--- config.mk ---
export PLATFORM = sky130hd
export DESIGN_NAME = bcc_core
export DESIGN_NICKNAME = d
export VERILOG_FILES = /design/src/logic/bcc_pkg.sv /design/src/logic/bcc_addr_resolve.sv /design/src/logic/bcc_core.sv
export SDC_FILE = /design/constraint.sdc
export NUM_CORES = 1
export LEC_CHECK = 0
export BUFFER_PORTS_ARGS = -buffer_cell sky130_fd_sc_hd__buf_4
export CELL_PAD_IN_SITES_DETAIL_PLACEMENT = 2
export CELL_PAD_IN_SITES_GLOBAL_PLACEMENT = 2
export CORE_MARGIN = 4
export CORE_UTILIZATION = 28
export CTS_CLUSTER_DIAMETER = 200
export DETAILED_ROUTE_END_ITERATION = 7
export GPL_ROUTABILITY_DRIVEN = 0
export PLACE_DENSITY = 0.73
export REMOVE_ABC_BUFFERS = 1
export SETUP_SLACK_MARGIN = 0.05
export SLEW_MARGIN = 20
export SYNTH_ARGS = -nofsm -noshare
export SYNTH_HDL_FRONTEND = slang
export SYNTH_SLANG_ARGS = --single-unit
--- constraint.sdc ---
create_clock -name clk -period 2.3 [get_ports clk]
set_input_delay 0.46 -clock clk [delete_from_list [all_inputs] [get_ports clk]]
set_output_delay 0.46 -clock clk [all_outputs]
set_load 0.05 [all_outputs]
--- src/logic/bcc_pkg.sv ---
// constants and types shared by the branch, call and clear decode core
package bcc_pkg;
    // ==========================================================
    // widths
    localparam int PC_W     = 21;
    localparam int DADDR_W  = 12;
    localparam int BANK_W   = 4;
    localparam int STATUS_W = 5;

    // ==========================================================
    // q phases (gray order) and sequencer states
    typedef enum logic [1:0] {
        PH_Q1 = 2'b00,
        PH_Q2 = 2'b01,
        PH_Q3 = 2'b11,
        PH_Q4 = 2'b10
    } bcc_phase_t;

    typedef enum logic {
        ST_EXEC  = 1'b0,
        ST_FLUSH = 1'b1
    } bcc_state_t;

    // ==========================================================
    // opcode patterns
    localparam logic [7:0]  OP_BR_OVF   = 8'he4;    // upper byte, low byte is offset
    localparam logic [7:0]  OP_BR_ZERO  = 8'he0;
    localparam logic [6:0]  OP_CALL     = 7'h76;    // 1110 110s
    localparam logic [6:0]  OP_CLR_REG  = 7'h35;    // 0110 101a
    localparam logic [15:0] OP_CLR_WDOG = 16'h0004;
    localparam logic [5:0]  OP_CPL_REG  = 6'h07;    // 0001 11da
    localparam logic [3:0]  CALL2_NIB = 4'hf;     // second call word prefix

    // ==========================================================
    // instruction field positions
    localparam int FAST_BIT = 8;
    localparam int ASEL_BIT = 8;
    localparam int DEST_BIT = 9;

    // ==========================================================
    // status bit positions
    localparam int SB_C  = 0;
    localparam int SB_DC = 1;
    localparam int SB_Z  = 2;
    localparam int SB_OV = 3;
    localparam int SB_N  = 4;

    // ==========================================================
    // addressing and reset values
    localparam logic [7:0]          ACC_SPLIT   = 8'h5f;
    localparam logic [BANK_W-1:0]   ACC_LO_BANK = 4'h0;
    localparam logic [BANK_W-1:0]   ACC_HI_BANK = 4'hf;
    localparam logic [PC_W-1:0]     PC_STEP     = 21'h000002;
    localparam logic [PC_W-1:0]     PC_RST      = 21'h000000;
    localparam logic [STATUS_W-1:0] STATUS_RST  = 5'h00;
    localparam logic [7:0]          BYTE_ZERO   = 8'h00;
endpackage : bcc_pkg

--- src/logic/bcc_addr_resolve.sv ---
// data memory address resolution for byte-oriented register instructions
module bcc_addr_resolve
    import bcc_pkg::*;
(
    // instruction fields
    input  wire logic               access_sel,
    input  wire logic [7:0]         file_addr,
    // addressing context
    input  wire logic [BANK_W-1:0]  bank_sel,
    input  wire logic               ext_iset_en,
    input  wire logic [DADDR_W-1:0] index_base,
    // result
    output wire logic [DADDR_W-1:0] phys_addr
);
    // ==========================================================
    // mode selection
    wire logic                low_half  = (file_addr <= ACC_SPLIT);
    wire logic                indexed   = !access_sel && ext_iset_en && low_half;  // RULE_11
    wire logic [BANK_W-1:0]   acc_bank  = low_half ? ACC_LO_BANK : ACC_HI_BANK;
    wire logic [DADDR_W-1:0]  idx_addr  = index_base + {{(DADDR_W-8){1'b0}}, file_addr};
    wire logic [DADDR_W-1:0]  bank_addr = {access_sel ? bank_sel : acc_bank, file_addr}; // RULE_10

    assign phys_addr = indexed ? idx_addr : bank_addr;
endmodule : bcc_addr_resolve

--- src/logic/bcc_core.sv ---
// execute core for conditional branches, call, clear, watchdog clear and complement
// Functional notes
// (RULE_01) Branch on overflow is taken only when the overflow flag is 1, else fall through.
// (RULE_02) Branch on zero is taken only when the zero flag is 1, with an 8-bit offset.
// (RULE_03) A taken branch adds twice the signed offset to the already incremented counter.
// (RULE_04) A branch takes one cycle untaken and two when taken, the second a flush no-op.
// (RULE_05) A call pushes the address after its two words, current address plus 4.
// (RULE_06) With the fast-save bit set a call copies accumulator, status and bank pointer to shadows.
// (RULE_07) A call loads its 20-bit literal into counter bits 20:1 and takes two cycles.
// (RULE_08) The first call word carries literal bits 7:0, the second is all-ones prefixed bits 19:8.
// (RULE_09) Clear writes zero to the register and sets only the zero flag in one cycle.
// (RULE_10) Access-select 0 picks the access bank, 1 picks the bank named by the bank pointer.
// (RULE_11) Access-select 0 with extended set on and address at most 5Fh uses indexed offset mode.
// (RULE_12) Watchdog clear resets counter and postscaler and sets both active-low status bits.
// (RULE_13) Complement inverts the register into the accumulator or back, updating N and Z.
// (RULE_14) Register instructions run decode, read, process and write over the four phases.
// (RULE_15) Branches test the status as left by earlier instructions and change no flag.
module bcc_core
    import bcc_pkg::*;
(
    // clock and reset
    input  wire logic                clk,
    input  wire logic                rst,
    // program memory
    output logic      [PC_W-1:0]     prog_addr,
    input  wire logic [15:0]         prog_data,
    // data memory, asynchronous read
    output logic      [DADDR_W-1:0]  data_addr,
    output logic      [7:0]          data_wdata,
    output logic                     data_we,
    input  wire logic [7:0]          data_rdata,
    // addressing context
    input  wire logic                ext_iset_en,
    input  wire logic [DADDR_W-1:0]  index_base,
    input  wire logic [BANK_W-1:0]   bank_select_ptr,
    // flag updates by other instructions
    input  wire logic                alu_flag_we,
    input  wire logic [STATUS_W-1:0] alu_flags,
    // watchdog
    input  wire logic                wdt_expired,
    input  wire logic                sleep_entered,
    output logic                     wdt_clear,
    output logic                     watchdog_expiry_flag_n,
    output logic                     sleep_flag_n,
    // core state
    output logic      [7:0]          accumulator,
    output logic      [STATUS_W-1:0] status,
    output logic      [7:0]          accumulator_shadow,
    output logic      [STATUS_W-1:0] flags_shadow,
    output logic      [BANK_W-1:0]   bank_select_shadow,
    output logic      [PC_W-1:0]     return_stack_top,
    output logic                     stack_push
);
    // ==========================================================
    // sequencer registers
    bcc_phase_t       phase;
    bcc_phase_t       next_phase;
    bcc_state_t       state;
    bcc_state_t       next_state;
    logic [15:0]      ir;
    logic [7:0]       operand;
    logic [PC_W-1:0]  next_pc;

    // phase advance in gray order
    always_comb begin
        unique case (phase)
            PH_Q1: next_phase = PH_Q2;
            PH_Q2: next_phase = PH_Q3;
            PH_Q3: next_phase = PH_Q4;
            PH_Q4: next_phase = PH_Q1;
        endcase
    end

    // ==========================================================
    // decode
    wire logic exec        = (state == ST_EXEC);
    wire logic at_q1       = (phase == PH_Q1);
    wire logic at_q2       = (phase == PH_Q2);
    wire logic at_q3       = (phase == PH_Q3);
    wire logic at_q4       = (phase == PH_Q4);
    wire logic is_br_ovf   = exec && (ir[15:8] == OP_BR_OVF);
    wire logic is_br_zero  = exec && (ir[15:8] == OP_BR_ZERO);
    wire logic is_call     = exec && (ir[15:9] == OP_CALL);
    wire logic is_clr_reg  = exec && (ir[15:9] == OP_CLR_REG);
    wire logic is_clr_wdog = exec && (ir == OP_CLR_WDOG);
    wire logic is_cpl_reg  = exec && (ir[15:10] == OP_CPL_REG);
    wire logic to_file     = is_clr_reg || (is_cpl_reg && ir[DEST_BIT]);
    wire logic to_acc      = is_cpl_reg && !ir[DEST_BIT];
    wire logic fast_save   = is_call && ir[FAST_BIT];

    // branch condition on the current status
    wire logic take_br  = (is_br_ovf && status[SB_OV])                 // RULE_01
                       || (is_br_zero && status[SB_Z]);                // RULE_02 RULE_15
    wire logic redirect = take_br || is_call;

    // targets
    wire logic [PC_W-1:0] br_target   = prog_addr + {{(PC_W-9){ir[7]}}, ir[7:0], 1'b0}; // RULE_03
    wire logic [PC_W-1:0] call_target = {prog_data[11:0], ir[7:0], 1'b0};            // RULE_07 RULE_08
    wire logic [PC_W-1:0] ret_addr    = prog_addr + PC_STEP;                          // RULE_05

    // process stage result
    wire logic [7:0] result   = is_clr_reg ? BYTE_ZERO : ~operand;                   // RULE_09 RULE_13
    wire logic [DADDR_W-1:0] phys_addr;

    // next counter and state at the end of q4
    assign next_pc    = take_br ? br_target : (is_call ? call_target : prog_addr + PC_STEP);
    assign next_state = redirect ? ST_FLUSH : ST_EXEC;                                // RULE_04 RULE_07

    // register address for byte-oriented instructions
    bcc_addr_resolve bcc_addr_resolve_i (
        .access_sel  (ir[ASEL_BIT]),
        .file_addr   (ir[7:0]),
        .bank_sel    (bank_select_ptr),
        .ext_iset_en (ext_iset_en),
        .index_base  (index_base),
        .phys_addr   (phys_addr)
    );

    // ==========================================================
    // fetch and sequencing: the prefetched word is taken at q4
    always_ff @(posedge clk) begin
        if (rst) begin
            phase     <= PH_Q1;
            state     <= ST_FLUSH;
            prog_addr <= PC_RST;
            ir        <= 16'h0000;
        end else begin
            phase <= next_phase;
            if (at_q4) begin
                state     <= next_state;
                prog_addr <= next_pc;
                ir        <= prog_data;
            end
        end
    end

    // decode at q1, read at q2, process at q3, write at q4
    always_ff @(posedge clk) begin
        if (rst) begin
            data_addr  <= {DADDR_W{1'b0}};
            operand    <= BYTE_ZERO;
            data_wdata <= BYTE_ZERO;
            data_we    <= 1'b0;
            accumulator <= BYTE_ZERO;
        end else begin
            if (at_q1)
                data_addr <= phys_addr;              // RULE_14
            if (at_q2)
                operand <= data_rdata;               // RULE_14
            if (at_q3)
                data_wdata <= result;
            data_we <= at_q3 && to_file;             // RULE_14
            if (at_q4 && to_acc)
                accumulator <= data_wdata;           // RULE_13
        end
    end

    // status flags: own updates at q3 win over the external load
    always_ff @(posedge clk) begin
        if (rst) begin
            status <= STATUS_RST;
        end else if (at_q3 && is_clr_reg) begin
            status[SB_Z] <= 1'b1;                    // RULE_09
        end else if (at_q3 && is_cpl_reg) begin
            status[SB_N] <= result[7];               // RULE_13
            status[SB_Z] <= (result == BYTE_ZERO);   // RULE_13
        end else if (alu_flag_we) begin
            status <= alu_flags;                     // RULE_15
        end
    end

    // return stack push and fast-save shadows at q3 of a call
    always_ff @(posedge clk) begin
        if (rst) begin
            return_stack_top   <= PC_RST;
            stack_push         <= 1'b0;
            accumulator_shadow <= BYTE_ZERO;
            flags_shadow       <= STATUS_RST;
            bank_select_shadow <= ACC_LO_BANK;
        end else begin
            stack_push <= at_q3 && is_call;          // RULE_05
            if (at_q3 && is_call)
                return_stack_top <= ret_addr;        // RULE_05
            if (at_q3 && fast_save) begin
                accumulator_shadow <= accumulator;   // RULE_06
                flags_shadow       <= status;        // RULE_06
                bank_select_shadow <= bank_select_ptr;
            end
        end
    end

    // watchdog clear pulse and active-low flags; an expiry or sleep event in the
    // same clock as the clear wins, so no event is lost
    always_ff @(posedge clk) begin
        if (rst) begin
            wdt_clear              <= 1'b0;
            watchdog_expiry_flag_n <= 1'b1;
            sleep_flag_n           <= 1'b1;
        end else begin
            wdt_clear <= at_q3 && is_clr_wdog;       // RULE_12
            if (wdt_expired)
                watchdog_expiry_flag_n <= 1'b0;
            else if (at_q3 && is_clr_wdog)
                watchdog_expiry_flag_n <= 1'b1;      // RULE_12
            if (sleep_entered)
                sleep_flag_n <= 1'b0;
            else if (at_q3 && is_clr_wdog)
                sleep_flag_n <= 1'b1;                // RULE_12
        end
    end
endmodule : bcc_core

* After elaboration in Yosys (flattened, before gate mapping) *
Cells that the tools add are included.

storage, ports and cells
  register bits after elaboration = 124
  latch bits = 0
  bits in writable memories = 0
  bits in read-only memories = 0
  bits of input ports = 51
  output and inout port bits = 97
  logic and storage cells = 85
  memories kept = 0

cells by class
  $add $sub $neg = 3
  multipliers = 0
  div/mod/pow operators = 0
  magnitude comparators = 1
  eq/ne operators = 9
  shifts and indexed selects = 0
  multiplexer cells = 15
  bitwise gates (word level) = 4
  reduce and logical (&&, ||, !) cells = 33

operators with widths
  kind                                                   count
  2-to-1 mux 21 bit                                      2
  adder 21 x 2 -> 21 bit (second input constant)         1
  adder 21 bit                                           1
  logical AND 1 bit                                      20
  equality test 16 x 3 -> 1 bit (second input constant)  1
  equality test 8 bit (second input constant)            2
  adder 12 x 8 -> 12 bit                                 1
  2-to-1 mux 12 bit                                      1
  <= comparator 8 x 7 -> 1 bit (second input constant)   1
  logical NOT 8 bit                                      1
  2-to-1 mux 4 bit                                       2
  2-to-1 mux 8 bit                                       1
  NOT 8 bit                                              1
  one-hot mux 2 bit (4 select lines)                     1
  equality test 7 x 6 -> 1 bit (second input constant)   1
  equality test 7 bit (second input constant)            1
  2-to-1 mux 1 bit                                       7
  equality test 6 x 3 -> 1 bit (second input constant)   1
  nonzero test 2 bit                                     3
  2-to-1 mux 5 bit                                       1
  equality test 2 bit (second input constant)            2
  logical OR 1 bit                                       3
  NOT 1 bit                                              3
  AND reduction 3 bit                                    1
  other kinds (5)                                        6

* Longest topological paths before layout *
Gate-level depths: netlist (run 1).

  word-level depth = 6
  gate-level depth with buffers = 10
  gate-level depth less buffers = 10

* Modules after synthesis *
From an unflattened synthesis (run 1), not the netlist that was laid out.

second synthesis, totals
  cell total of the unflattened synthesis = 867
  area, all modules = 6688.9 um^2

by module, submodules not included
  module            times used  cells an instance  area an instance (um^2)  seq. area each (um^2)
  bcc_core          1           777                6085.8                   2442.3
  bcc_addr_resolve  1           90                 603.1                    0.0

* Worst setup path after synthesis (run 1) *
No wires, ideal clock.

  path kind = reg2reg
  from = register prog_addr[1]
  to = register prog_addr[11]
  setup time = 0.095 ns
  arrival time = 2.592 ns
  required time = 2.205 ns
  setup slack = -0.387 ns
  stages on the path, launching flop included = 11
  path buffers = 0
  clock period less this slack = 2.687 ns
  path through = dfxtp_1 -> ha_1 -> inv_1 -> fa_1 -> nor2b_1 -> o2111ai_1 -> a31oi_1 -> nor2b_1 -> nor2b_1 -> xor2_1 -> a221oi_1

on the way
  word-level cells in the longest chain between the ends = 3
  elaborated cells on any way between the ends = 4
  classes of those cells = add/sub: 2; mux: 2

RTL lines
  item                    line             RTL
  from (decl)             bcc_core.sv:25   output logic [PC_W-1:0] prog_addr,
  from (signal assigned)  bcc_core.sv:131  prog_addr <= next_pc;
  adder 21 x 2 -> 21 bit  bcc_core.sv:106  assign next_pc = take_br ? br_target : (is_call ? call_target : prog_addr + PC_STEP);
  2-to-1 mux 21 bit       bcc_core.sv:106
  2-to-1 mux 21 bit *     bcc_core.sv:106

Mark *: on every way between the ends. The rest lies on a longest branch, timed or not.
A chain may end at the register's enable or synchronous reset.

* Final worst setup path (run 1) *
  from = register ir[0]
  to = register data_addr[10]

on the way
  word-level cells in the longest chain between the ends = 4
  elaborated cells on any way between the ends = 6
  classes of those cells = add/sub: 1; order compare: 1; mux: 3; reduce/logical: 1

RTL lines
  item                          line                    RTL
  from (decl)                   bcc_core.sv:60          logic [15:0] ir;
  from (signal assigned)        bcc_core.sv:132         ir <= prog_data;
  <= comparator 8 x 7 -> 1 bit  bcc_addr_resolve.sv:17  wire logic low_half = (file_addr <= ACC_SPLIT);
  2-to-1 mux 4 bit              bcc_addr_resolve.sv:19  wire logic [BANK_W-1:0] acc_bank = low_half ? ACC_LO_BANK : ACC_HI_BANK;
  2-to-1 mux 4 bit              bcc_addr_resolve.sv:21  wire logic [DADDR_W-1:0] bank_addr = {access_sel ? bank_sel : acc_bank, file_addr};
  2-to-1 mux 12 bit *           bcc_addr_resolve.sv:23  assign phys_addr = indexed ? idx_addr : bank_addr;
  to (signal assigned)          bcc_core.sv:140         data_addr <= {DADDR_W{1'b0}};
  to (signal assigned)          bcc_core.sv:147         data_addr <= phys_addr;
  to (decl)                     bcc_core.sv:28          output logic [DADDR_W-1:0] data_addr,

Marked as above.

==> key figures, run 1 <==
Run status
  • Status: finished clean

GRT
  • Vias in the first global route: 7523
  • GR Util All Layers: about a fifth
  • Initial antenna violation count: 0
  • First-pass GRT wire length: between 40000 and 50000 um
  • Largest net degree at the start of global routing: 42
  • Total gr overflow: 0

Logic synthesis
  • Number of synthesized register bits: approximately 120
  • Ys async rst share: 0%
  • Register area share after synthesis: a little under two fifths
  • Adder-cell share of the synthesized area: between 5 and 6%
  • Cell count after synthesis: ~800
  • Largest family of logic cells by synthesized area: simple AND/OR/NAND/NOR gates
  • Post-synth top area share: 37.2%
  • Post-synth top flop: dfxtp_1
  • Cell area after synthesis: 6560 sq um
  • Ranking of synthesized cells by area: dfxtp_1 (37%), nand2_1 (6.8%), nor2_1 (6.1%)
  • Mux share of post-synthesis cell area: approximately 3.5%
  • Post-synth top area cell: dfxtp_1
  • Simple-gate portion of the synthesized area: about a quarter
  • EDFF count, synth: 0
  • Synth Area in Compound Gates: 20.1%
  • Synth Warn #: 0
  • Library cells used by synthesis: just under 70
  • Synth Area per Inst: roughly 8 sq um
  • Synth Area in XOR/XNOR: around 5.2%

CTS
  • Clk_lat worst skew: about 0.43 ns
  • CTS tree: yes
  • Maximum root-to-sink buffer count: 2
  • CTS Buf Count: 17
  • Cts hold-fix bufs: 0
  • Clock transition at path regs: 0.07 ns
  • Sink Count: approximately 120
  • H-Tree Depth: 4
  • CTS root buf: clkbuf_16

Timing
  • Final min period: ~2.3 ns
  • Final setup margin: between 0.03 and 0.04 ns
  • Min Hold Slack: 0.222 ns
  • Tcrit/Tclk final: between 90% and 100%
  • Max-slew violation count: 0
  • # setup viols final: 0
  • Maximum clock rate: between 400 and 500 MHz
  • Final Hold Fails: 0
  • RSZ-0062 raised after global routing: true
  • Worst Clk Skew: 0.0119 ns

Job
  • Max_cap viols: 0

Setup path
  • Critical-path top delay cell: dfxtp_4
  • Critical Path Max Stage Delay: around 0.37 ns
  • Worst path bufs/invs: 1
  • Cells on worst reg2reg path: 10
  • Endpoint type of the worst setup path: register
  • WS Path Type: reg2reg
  • Setup crit start kind: register
  • Family with the most delay on the worst path: compound AO/OA/AOI/OAI gates
  • WP data required: 2.62 ns
  • Worst Path Arrival: between 2 and 3 ns
  • Worst-path cell chain: ha_4, fa_2, a21oi_2, o211ai_1, o41ai_2, buf_4, nor2_2, xor2_1, a221oi_2, nor3_1
  • Critical path depth: 10
  • Largest fanout on the critical path: 4

Die
  • Die width: 161 um
  • I/O pin cnt: 148
  • Row count: 55
  • CORE AREA: 22800 sq um
  • DIE AREA: approximately 26000 sq um
  • Die Y-Extent: 161 um
  • Initial Util: approximately 29%

Layout
  • Share of post-route cells with drive strength above 1: a little over a third
  • Most frequent cells in the layout: buf_4 (252), nand2_1 (116), dfxtp_1 (115)
  • Fill count: around 2600
  • Fin nets: ~1100
  • Post-route cell area: between 9000 and 10000 sq um
  • Commonest non-fill, non-tap cell in the layout: buf_4
  • Ant. Diodes: 0
  • Area delta synth->final: 48.1%
  • Core Util, Final: between 40 and 50%

Route
  • Final WL: 27900 um
  • Vias per cell: between 5 and 6
  • DR pass1 iterations: 4
  • DR vias: 7049
  • Drt drc: 0
  • Drt wl/cell: between 20 and 25 um
  • Initial drt markers: 292
  • Antenna viol nets, final: 0

Placed design
  • Cell Area, Placed: about 8600 sq um
  • HPWL Detailed: between 15000 and 20000 um
  • Port Buffers: approximately 150
  • Post-placement setup slack: -0.373 ns

Pwr
  • Peak supply drop: between 300 and 400 uV
  • Tot Pwr: approximately 0.0059 W
  • Power per cell area: 611 nW/um^2
  • Leakage: between 4 and 5 nW

Min path
  • Hold Crit Class: in2reg
  • Hold Crit Depth: 2
==> layer usage <==
| metal | vias up | global-route usage, % | share of wire [%] |
|---|---|---|---|
| li1 | 3364 | - | - |
| met1 | 3503 | 24.6 | 43 |
| met2 | 153 | 35.9 | 52 |
| met3 | 29 | 3.57 | 4.2 |
| met4 | 0 | 5.31 | 1.6 |
| met5 | - | 0 | 0 |
==> metrics by stage <==
stage / setup TNS [ns] / std cells
global placement: -0.513 / 1331
detailed placement: -1.24 / 1331
global route: -0.326 / 1373
finish: 0 / 1373
CTS: -0.0275 / 1366
floorplan: -42.96 / 768
==> Yosys cell counts (all sizes together) (2+ instances only) <==
master / instances
a311oi: 8
nor3: 34
and3b: 2
fa: 2
mux2i: 22
xnor2: 21
nand3: 19
a211o: 2
nand2: 118
and2: 2
o211ai: 9
ha: 28
o41ai: 2
xor2: 18
or3: 9
a21o: 10
a31oi: 3
or4: 3
dfxtp: 122
nand4: 8
o311ai: 2
o21bai: 5
nor2b: 7
a221oi: 7
and3: 12
nor4b: 2
a211oi: 33
nor2: 109
inv: 9
nor4: 3
o21ai: 24
or2: 3
o21a: 5
o31ai: 3
clkbuf: 34
buf: 17
a21oi: 80
nand3b: 5
==> power by group <==
group | leakage, nW | internal, W | total [W] | switching (W)
registers | 0.996 | 0.00219 | 0.00226 | 0.0000742
clock network | 0.276 | 0.00145 | 0.00266 | 0.00121
logic | 2.73 | 0.000396 | 0.00101 | 0.000615
==> cell type report <==
class,count,area [sq um],area share [%]
Sequential cell,122,2460,25.3
Timing Repair Buffer,259,1990,20.5
Multi-Input combinational cell,638,4260,43.9
Clock inverter,15,153,1.57
Clock buffer,17,425,4.38
Tap cell,313,392,4.03
Inverter,9,33.8,0.348
==> sequential cells by signal (all words and copies together) (netlist names), 8 cells and up <==
| register | count |
|---|---|
| return_stack_top | 20 |
| accumulator_shadow | 8 |
| prog_addr | 20 |
| accumulator | 8 |
| ir | 16 |
| data_wdata | 8 |
| operand | 8 |
| data_addr | 12 |
==> timing repair <==
action | 4_1_cts | 5_1_grt
hold endpoints to repair | 0 | 0
buffers inserted | 3 | 6
cloned | 0 | 1
endpoints found under the setup margin | 17 | 26
resized for setup | 22 | 76
pin swaps | 9 | 31
==> logic make-up (layout without fill, tap and decap cells) <==
| group | Yosys count | after routing |
|---|---|---|
| AO/OA/AOI/OAI | 204 | 204 |
| XOR/XNOR | 39 | 39 |
| adder cells (fa/ha/maj) | 30 | 30 |
| buffers and inverters | 60 | 300 |
| flip-flops | 122 | 122 |
| multiplexers | 23 | 23 |
| other | 1 | 2 |
| AND/OR/NAND/NOR | 339 | 340 |
==> path summary, 6_finish.rpt <==
path / from / endpoint / slack (ns)
worst max-delay path: ir[0] / data_addr[10] / 0.04
worst min-delay path: sleep_entered / sleep_flag_n / 0.22
worst max register to register: ir[0] / data_addr[10] / 0.04
worst min register to register: flags_shadow[3] / flags_shadow[3] / 0.46
No activity file was read; power rests on OpenSTA's default activity.
==> inputs of run 2 (changes only) <==
- BUFFER_PORTS_ARGS: -buffer_cell sky130_fd_sc_hd__buf_4 -> unset
- CORE_UTILIZATION: 28 -> 33
- DONT_BUFFER_PORTS: unset -> 1
- SLEW_MARGIN: 20 -> unset
==> key figures, run 2 (synthesis gave the netlist of run 1 again) <==
Route
  • Drt wl/cell: roughly 23 um
  • Drt drc: 0
  • DR pass1 iterations: 4
  • Antenna viol nets, final: 0
  • Initial drt markers: between 200 and 250
  • DR vias: between 6000 and 7000
  • Vias per cell: 5.59
  • Final WL: 27700 um

CTS
  • Clock transition at path regs: 0.07 ns
  • Sink Count: about 120
  • Clk_lat worst skew: 0.43 ns
  • Maximum root-to-sink buffer count: 2
  • CTS Buf Count: 17
  • CTS tree: yes
  • Cts hold-fix bufs: 0
  • CTS root buf: clkbuf_16
  • H-Tree Depth: 4

Placed design
  • Cell Area, Placed: around 7500 sq um
  • HPWL Detailed: around 19000 um
  • Post-placement setup slack: -0.263 ns
  • Port Buffers: 0

Die
  • Die width: around 150 um
  • DIE AREA: 22200 sq um
  • Row count: just over 50
  • I/O pin cnt: ~150
  • CORE AREA: between 15000 and 20000 sq um
  • Die Y-Extent: ~150 um
  • Initial Util: roughly a third

Layout
  • Most frequent cells in the layout: nand2_1 (118), dfxtp_1 (117), buf_4 (113)
  • Area delta synth->final: 29.7%
  • Largest regs: prog_addr: 20 flops, return_stack_top: 20 flops, ir: 16 flops
  • Commonest non-fill, non-tap cell in the layout: nand2_1
  • Core Util, Final: between 40% and 50%
  • Post-route cell area: around 8500 sq um
  • Register Area: around 2500 sq um
  • Fill count: 2205
  • Share of post-route cells with drive strength above 1: roughly a quarter
  • Fin nets: roughly 990
  • Multi-input gate area: 4150 sq um
  • Ant. Diodes: 0

Setup path
  • Setup crit start kind: register
  • Largest fanout on the critical path: 4
  • WP data required: approximately 2.6 ns
  • WS Path Type: reg2reg
  • Worst Path Arrival: approximately 2.6 ns
  • Endpoint type of the worst setup path: register

GRT
  • GR Util All Layers: a little under a quarter
  • Most used routing layer: met2
  • Vias in the first global route: approximately 7200
  • M2 GR Usage: a little over two fifths
  • Initial antenna violation count: 0
  • GR Util met3: 5.83%
  • Total gr overflow: 0
  • First-pass GRT wire length: between 40000 and 50000 um
  • Largest net degree at the start of global routing: between 100 and 150
  • Global Route met1 Usage: 26.4%

Job
  • Max_cap viols: 0

Timing
  • Final setup margin: around 0.0018 ns
  • Final min period: 2.30 ns
  • Worst Clk Skew: a little under 0.01 ns
  • # setup viols final: 0
  • Max-slew violation count: 0
  • Rel. slew slack: 60.6%
  • Transition time of the tightest slew-check pin: 0.590 ns
  • Final Hold Fails: 0
  • Maximum clock rate: approximately 440 MHz
  • Tcrit/Tclk final: approximately 100%
  • RSZ-0062 raised after global routing: true

Pwr
  • Peak supply drop: between 400 and 500 uV
  • Power per cell area: 688 nW/um^2
  • Tot Pwr: roughly 0.0059 W
  • Leakage: 3.29 nW

Min path
  • Hold Crit Class: in2reg

Run status
  • Status: finished clean
==> run 2: routing by layer <==
| layer | up-vias | share of wire, % |
|---|---|---|
| met5 | - | 0 |
| met4 | 0 | 3.2 |
| met3 | 57 | 6.0 |
| met2 | 188 | 51 |
| met1 | 3283 | 39 |
| li1 | 3086 | - |
==> run 2: worst max-delay path, stage by stage, from the launching register on <==
cell      delay, ns
dfxtp_4        0.39
ha_4           0.15
inv_2          0.04
fa_2           0.38
nor2b_4        0.16
buf_4          0.13
buf_4          0.09
buf_4          0.10
o21a_1         0.15
nor2_1         0.07
xnor2_1        0.25
a211oi_2       0.12
nor3_1         0.19
==> run 2: report_power, final <==
| part | internal (W) | switching [W] | leakage, nW |
|---|---|---|---|
| logic | 0.000260 | 0.000414 | 1.99 |
| registers | 0.00219 | 0.000189 | 0.996 |
| clock network | 0.00164 | 0.00116 | 0.300 |
| total | 0.00409 | 0.00177 | 3.29 |
==> run 2: path summary, 6_finish.rpt <==
| check | depth (start not counted) | start | endpoint | slack, ns |
|---|---|---|---|---|
| worst min register to register | 2 | ir[14] | ir[14] | 0.52 |
| worst max-delay path | 12 | ir[0] | prog_addr[5] | 0.002 |
| worst max register to register | 12 | ir[0] | prog_addr[5] | 0.002 |
| worst min-delay path | 1 | rst | return_stack_top[11] | 0.10 |
==> run 2: per-stage QoR <==
stage / std cells / setup TNS [ns] / hold WS (ns)
2_1_floorplan: 768 / -42.96 / 0.452
3_3_place_gp: 1133 / -0.294 / 0.499
3_5_place_dp: 1133 / -1.36 / 0.524
4_1_cts: 1172 / 0 / 0.0889
5_1_grt: 1184 / -0.340 / 0.0876
6_report: 1184 / 0 / 0.105
==> run 2: area by class of cell <==
class / instances / share of cell area [%]
Timing Repair Buffer: 118 / 10.9
Tap cell: 265 / 3.90
Clock inverter: 15 / 2.12
Multi-Input combinational cell: 638 / 48.8
Clock buffer: 17 / 5.00
Sequential cell: 122 / 28.8
Inverter: 9 / 0.397
==> run 2: what timing repair did <==
action                     4_1_cts  5_1_grt
resized for setup               34       43
pin swaps                        8       29
setup endpoints to repair       16       23
setup buffers                    7       11
hold endpoints to repair         0        0
cloned                           0        1
==> inputs of run 3 (changes only) <==
- GPL_TIMING_DRIVEN: unset -> 0
==> key figures, run 3 (synthesis gave the netlist of run 1 again) <==
Setup path
  • WP data required: approximately 2.6 ns
  • R2r setup slk: -0.19 ns
  • Critical Path End: prog_addr[10]
  • Largest fanout on the critical path: 6
  • Worst reg2reg startpoint: prog_addr[1]
  • WS Path Type: reg2reg
  • Worst-path cell chain: ha_4, buf_4, buf_6, a211o_1, a21oi_4, o21ai_1, a21o_1, a21oi_1, xor2_1, a221oi_1
  • R2r endpoint: prog_addr[10]
  • Setup crit start kind: register
  • CP startpoint: prog_addr[1]
  • Endpoint type of the worst setup path: register
  • Critical Path Max Stage Delay: 0.42 ns
  • Cells on worst reg2reg path: 10
  • Worst Path Arrival: 2.81 ns
  • Critical-path top delay cell: dfxtp_4

Placed design
  • Port Buffers: 0
  • Placed cell count: a little over 1000
  • HPWL Detailed: between 15000 and 20000 um

Timing
  • Worst Clk Skew: around 0.013 ns
  • Final Hold Fails: 0
  • # setup viols final: 11
  • Final setup TNS: -0.839 ns
  • Maximum clock rate: about 400 MHz
  • Rel. slew slack: about a third
  • Final min period: ~2.5 ns
  • Max-slew violation count: 0
  • Final setup margin: -0.191 ns
  • RSZ-0062 raised after global routing: true
  • Transition time of the tightest slew-check pin: 0.990 ns
  • Min Hold Slack: 0.0918 ns
  • Tcrit/Tclk final: 108%

CTS
  • Clk_lat worst skew: 0.44 ns
  • Sink Count: 122
  • Maximum root-to-sink buffer count: 2
  • Cts hold-fix bufs: 0
  • CTS tree: yes
  • Clock transition at path regs: roughly 0.07 ns
  • CTS Buf Count: 17
  • CTS root buf: clkbuf_16
  • H-Tree Depth: 4

Pwr
  • Clk pwr share: 46.9%
  • Leakage: approximately 3.0 nW
  • NetSw: 0.00183 W
  • Sw Share: around a third
  • Combinational Power Share: 9.3%
  • Peak supply drop: 466 uV
  • Power per cell area: about 680 nW/um^2
  • Seq pwr share: between 40% and 50%
  • Internal: about 0.0038 W

Layout
  • Most frequent cells in the layout: nand2_1 (115), nor2_1 (101), dfxtp_1 (91)
  • Share of post-route cells with drive strength above 1: between 20% and 30%
  • Fin nets: 930
  • Finished Layout Cells: about 1100
  • Largest regs: prog_addr: 20 flops, return_stack_top: 20 flops, ir: 16 flops
  • Area delta synth->final: 27.8%
  • Commonest non-fill, non-tap cell in the layout: nand2_1
  • Ant. Diodes: 0

Die
  • Initial Util: ~34%
  • CORE AREA: a little under 20000 sq um
  • Die Y-Extent: 149 um
  • Row count: 51
  • I/O pin cnt: around 150
  • DIE AREA: about 22000 sq um
  • Die width: about 150 um

GRT
  • First-pass GRT wire length: around 42000 um
  • Vias in the first global route: 7184
  • GR Util All Layers: 24.2%
  • Largest net degree at the start of global routing: 129
  • Initial antenna violation count: 0
  • Total gr overflow: 0

Route
  • Drt drc: 0
  • Initial drt markers: around 360
  • Drt wl/cell: between 20 and 30 um
  • DR vias: 6631
  • Vias per cell: around 5.9
  • DR pass1 iterations: 4
  • Antenna viol nets, final: 0
  • Final WL: 29100 um

Run status
  • Status: finished, violations left
  • Violated checks: negative setup slack

Job
  • Max_cap viols: 0

Min path
  • Hold Crit Class: in2reg
-- run 3: cell types whose count changed in the layout (fill, tap and decap cells not counted), moves of 4 or more --
cell / previous run / this run
o21ai_1: 3 / 9
nor3_4: 1 / 5
o21ai_0: 16 / 12
dfxtp_1: 117 / 91
dfxtp_4: 2 / 17
buf_4: 113 / 44
nor2_4: 2 / 6
dfxtp_2: 3 / 14
buf_6: 2 / 6
ha_4: 2 / 8
ha_1: 22 / 13
-- run 3: critical path: cells and delay by family (launching register included) --
family          cells  cell delay [ns]
xor+xnor            1             0.13
compound gates      6             1.39
buf+inv             2             0.24
flops               1             0.42
fa+ha+maj           1             0.19
-- run 3: layer usage --
metal / up-vias / routed length [um] / global-route usage (%)
met5: - / 0 / 0
met4: 0 / 883 / 9.79
met1: 3380 / 11200 / 27.8
li1: 2985 / - / -
met2: 217 / 15200 / 43.2
met3: 49 / 1840 / 5.80
-- run 3: how the worst min path moves through the flow --
stage / from / slack, ns / end / cells after the start
finish: rst / 0.09 / prog_addr[9] / 1
CTS: rst / 0.08 / prog_addr[8] / 1
global route: rst / 0.08 / prog_addr[8] / 1
global placement: ir[15] / 0.49 / ir[15] / 2
floorplan: ir[15] / 0.45 / ir[15] / 2
detailed placement: ir[15] / 0.51 / ir[15] / 2
-- run 3: layout make-up --
cell class	instances	area, sq um
clock inverter	15	144
clock buffer	17	425
tap	265	332
inverter	9	33.8
fill	2143	11100
multi-input combinational	644	4450
timing repair buffer	55	474
sequential	122	2520
-- run 3: power groups by stage --
| stage | clock (W) | combinational, W | sequential (W) |
|---|---|---|---|
| after floorplan | 0 | 0.000321 | 0.00248 |
| after global placement | 0 | 0.000385 | 0.00252 |
| after detailed placement | 0 | 0.000416 | 0.00253 |
| after CTS | 0.00269 | 0.000467 | 0.00247 |
| after global routing | 0.00279 | 0.000579 | 0.00249 |
| final | 0.00266 | 0.000530 | 0.00248 |
-- run 3: repair_timing --
action / 4_1_cts / 5_1_grt
gates cloned: 7 / 1
gates resized for setup: 117 / 56
buffers inserted: 34 / 21
endpoints found under the setup margin: 73 / 54
pin swaps: 31 / 28
-- run 3: metrics by stage --
step / setup slack (ns) / utilization [%] / total power (W) / cell area, sq um
after detailed placement: -1.70 / 34.4 / 0.00294 / 6720
after global placement: -3.19 / 34.2 / 0.00291 / 6680
final: -0.191 / 42.9 / 0.00567 / 8380
after CTS: -0.0639 / 40.7 / 0.00563 / 7960
after global routing: -0.322 / 42.9 / 0.00586 / 8380
after floorplan: -1.40 / - / 0.00280 / 6340
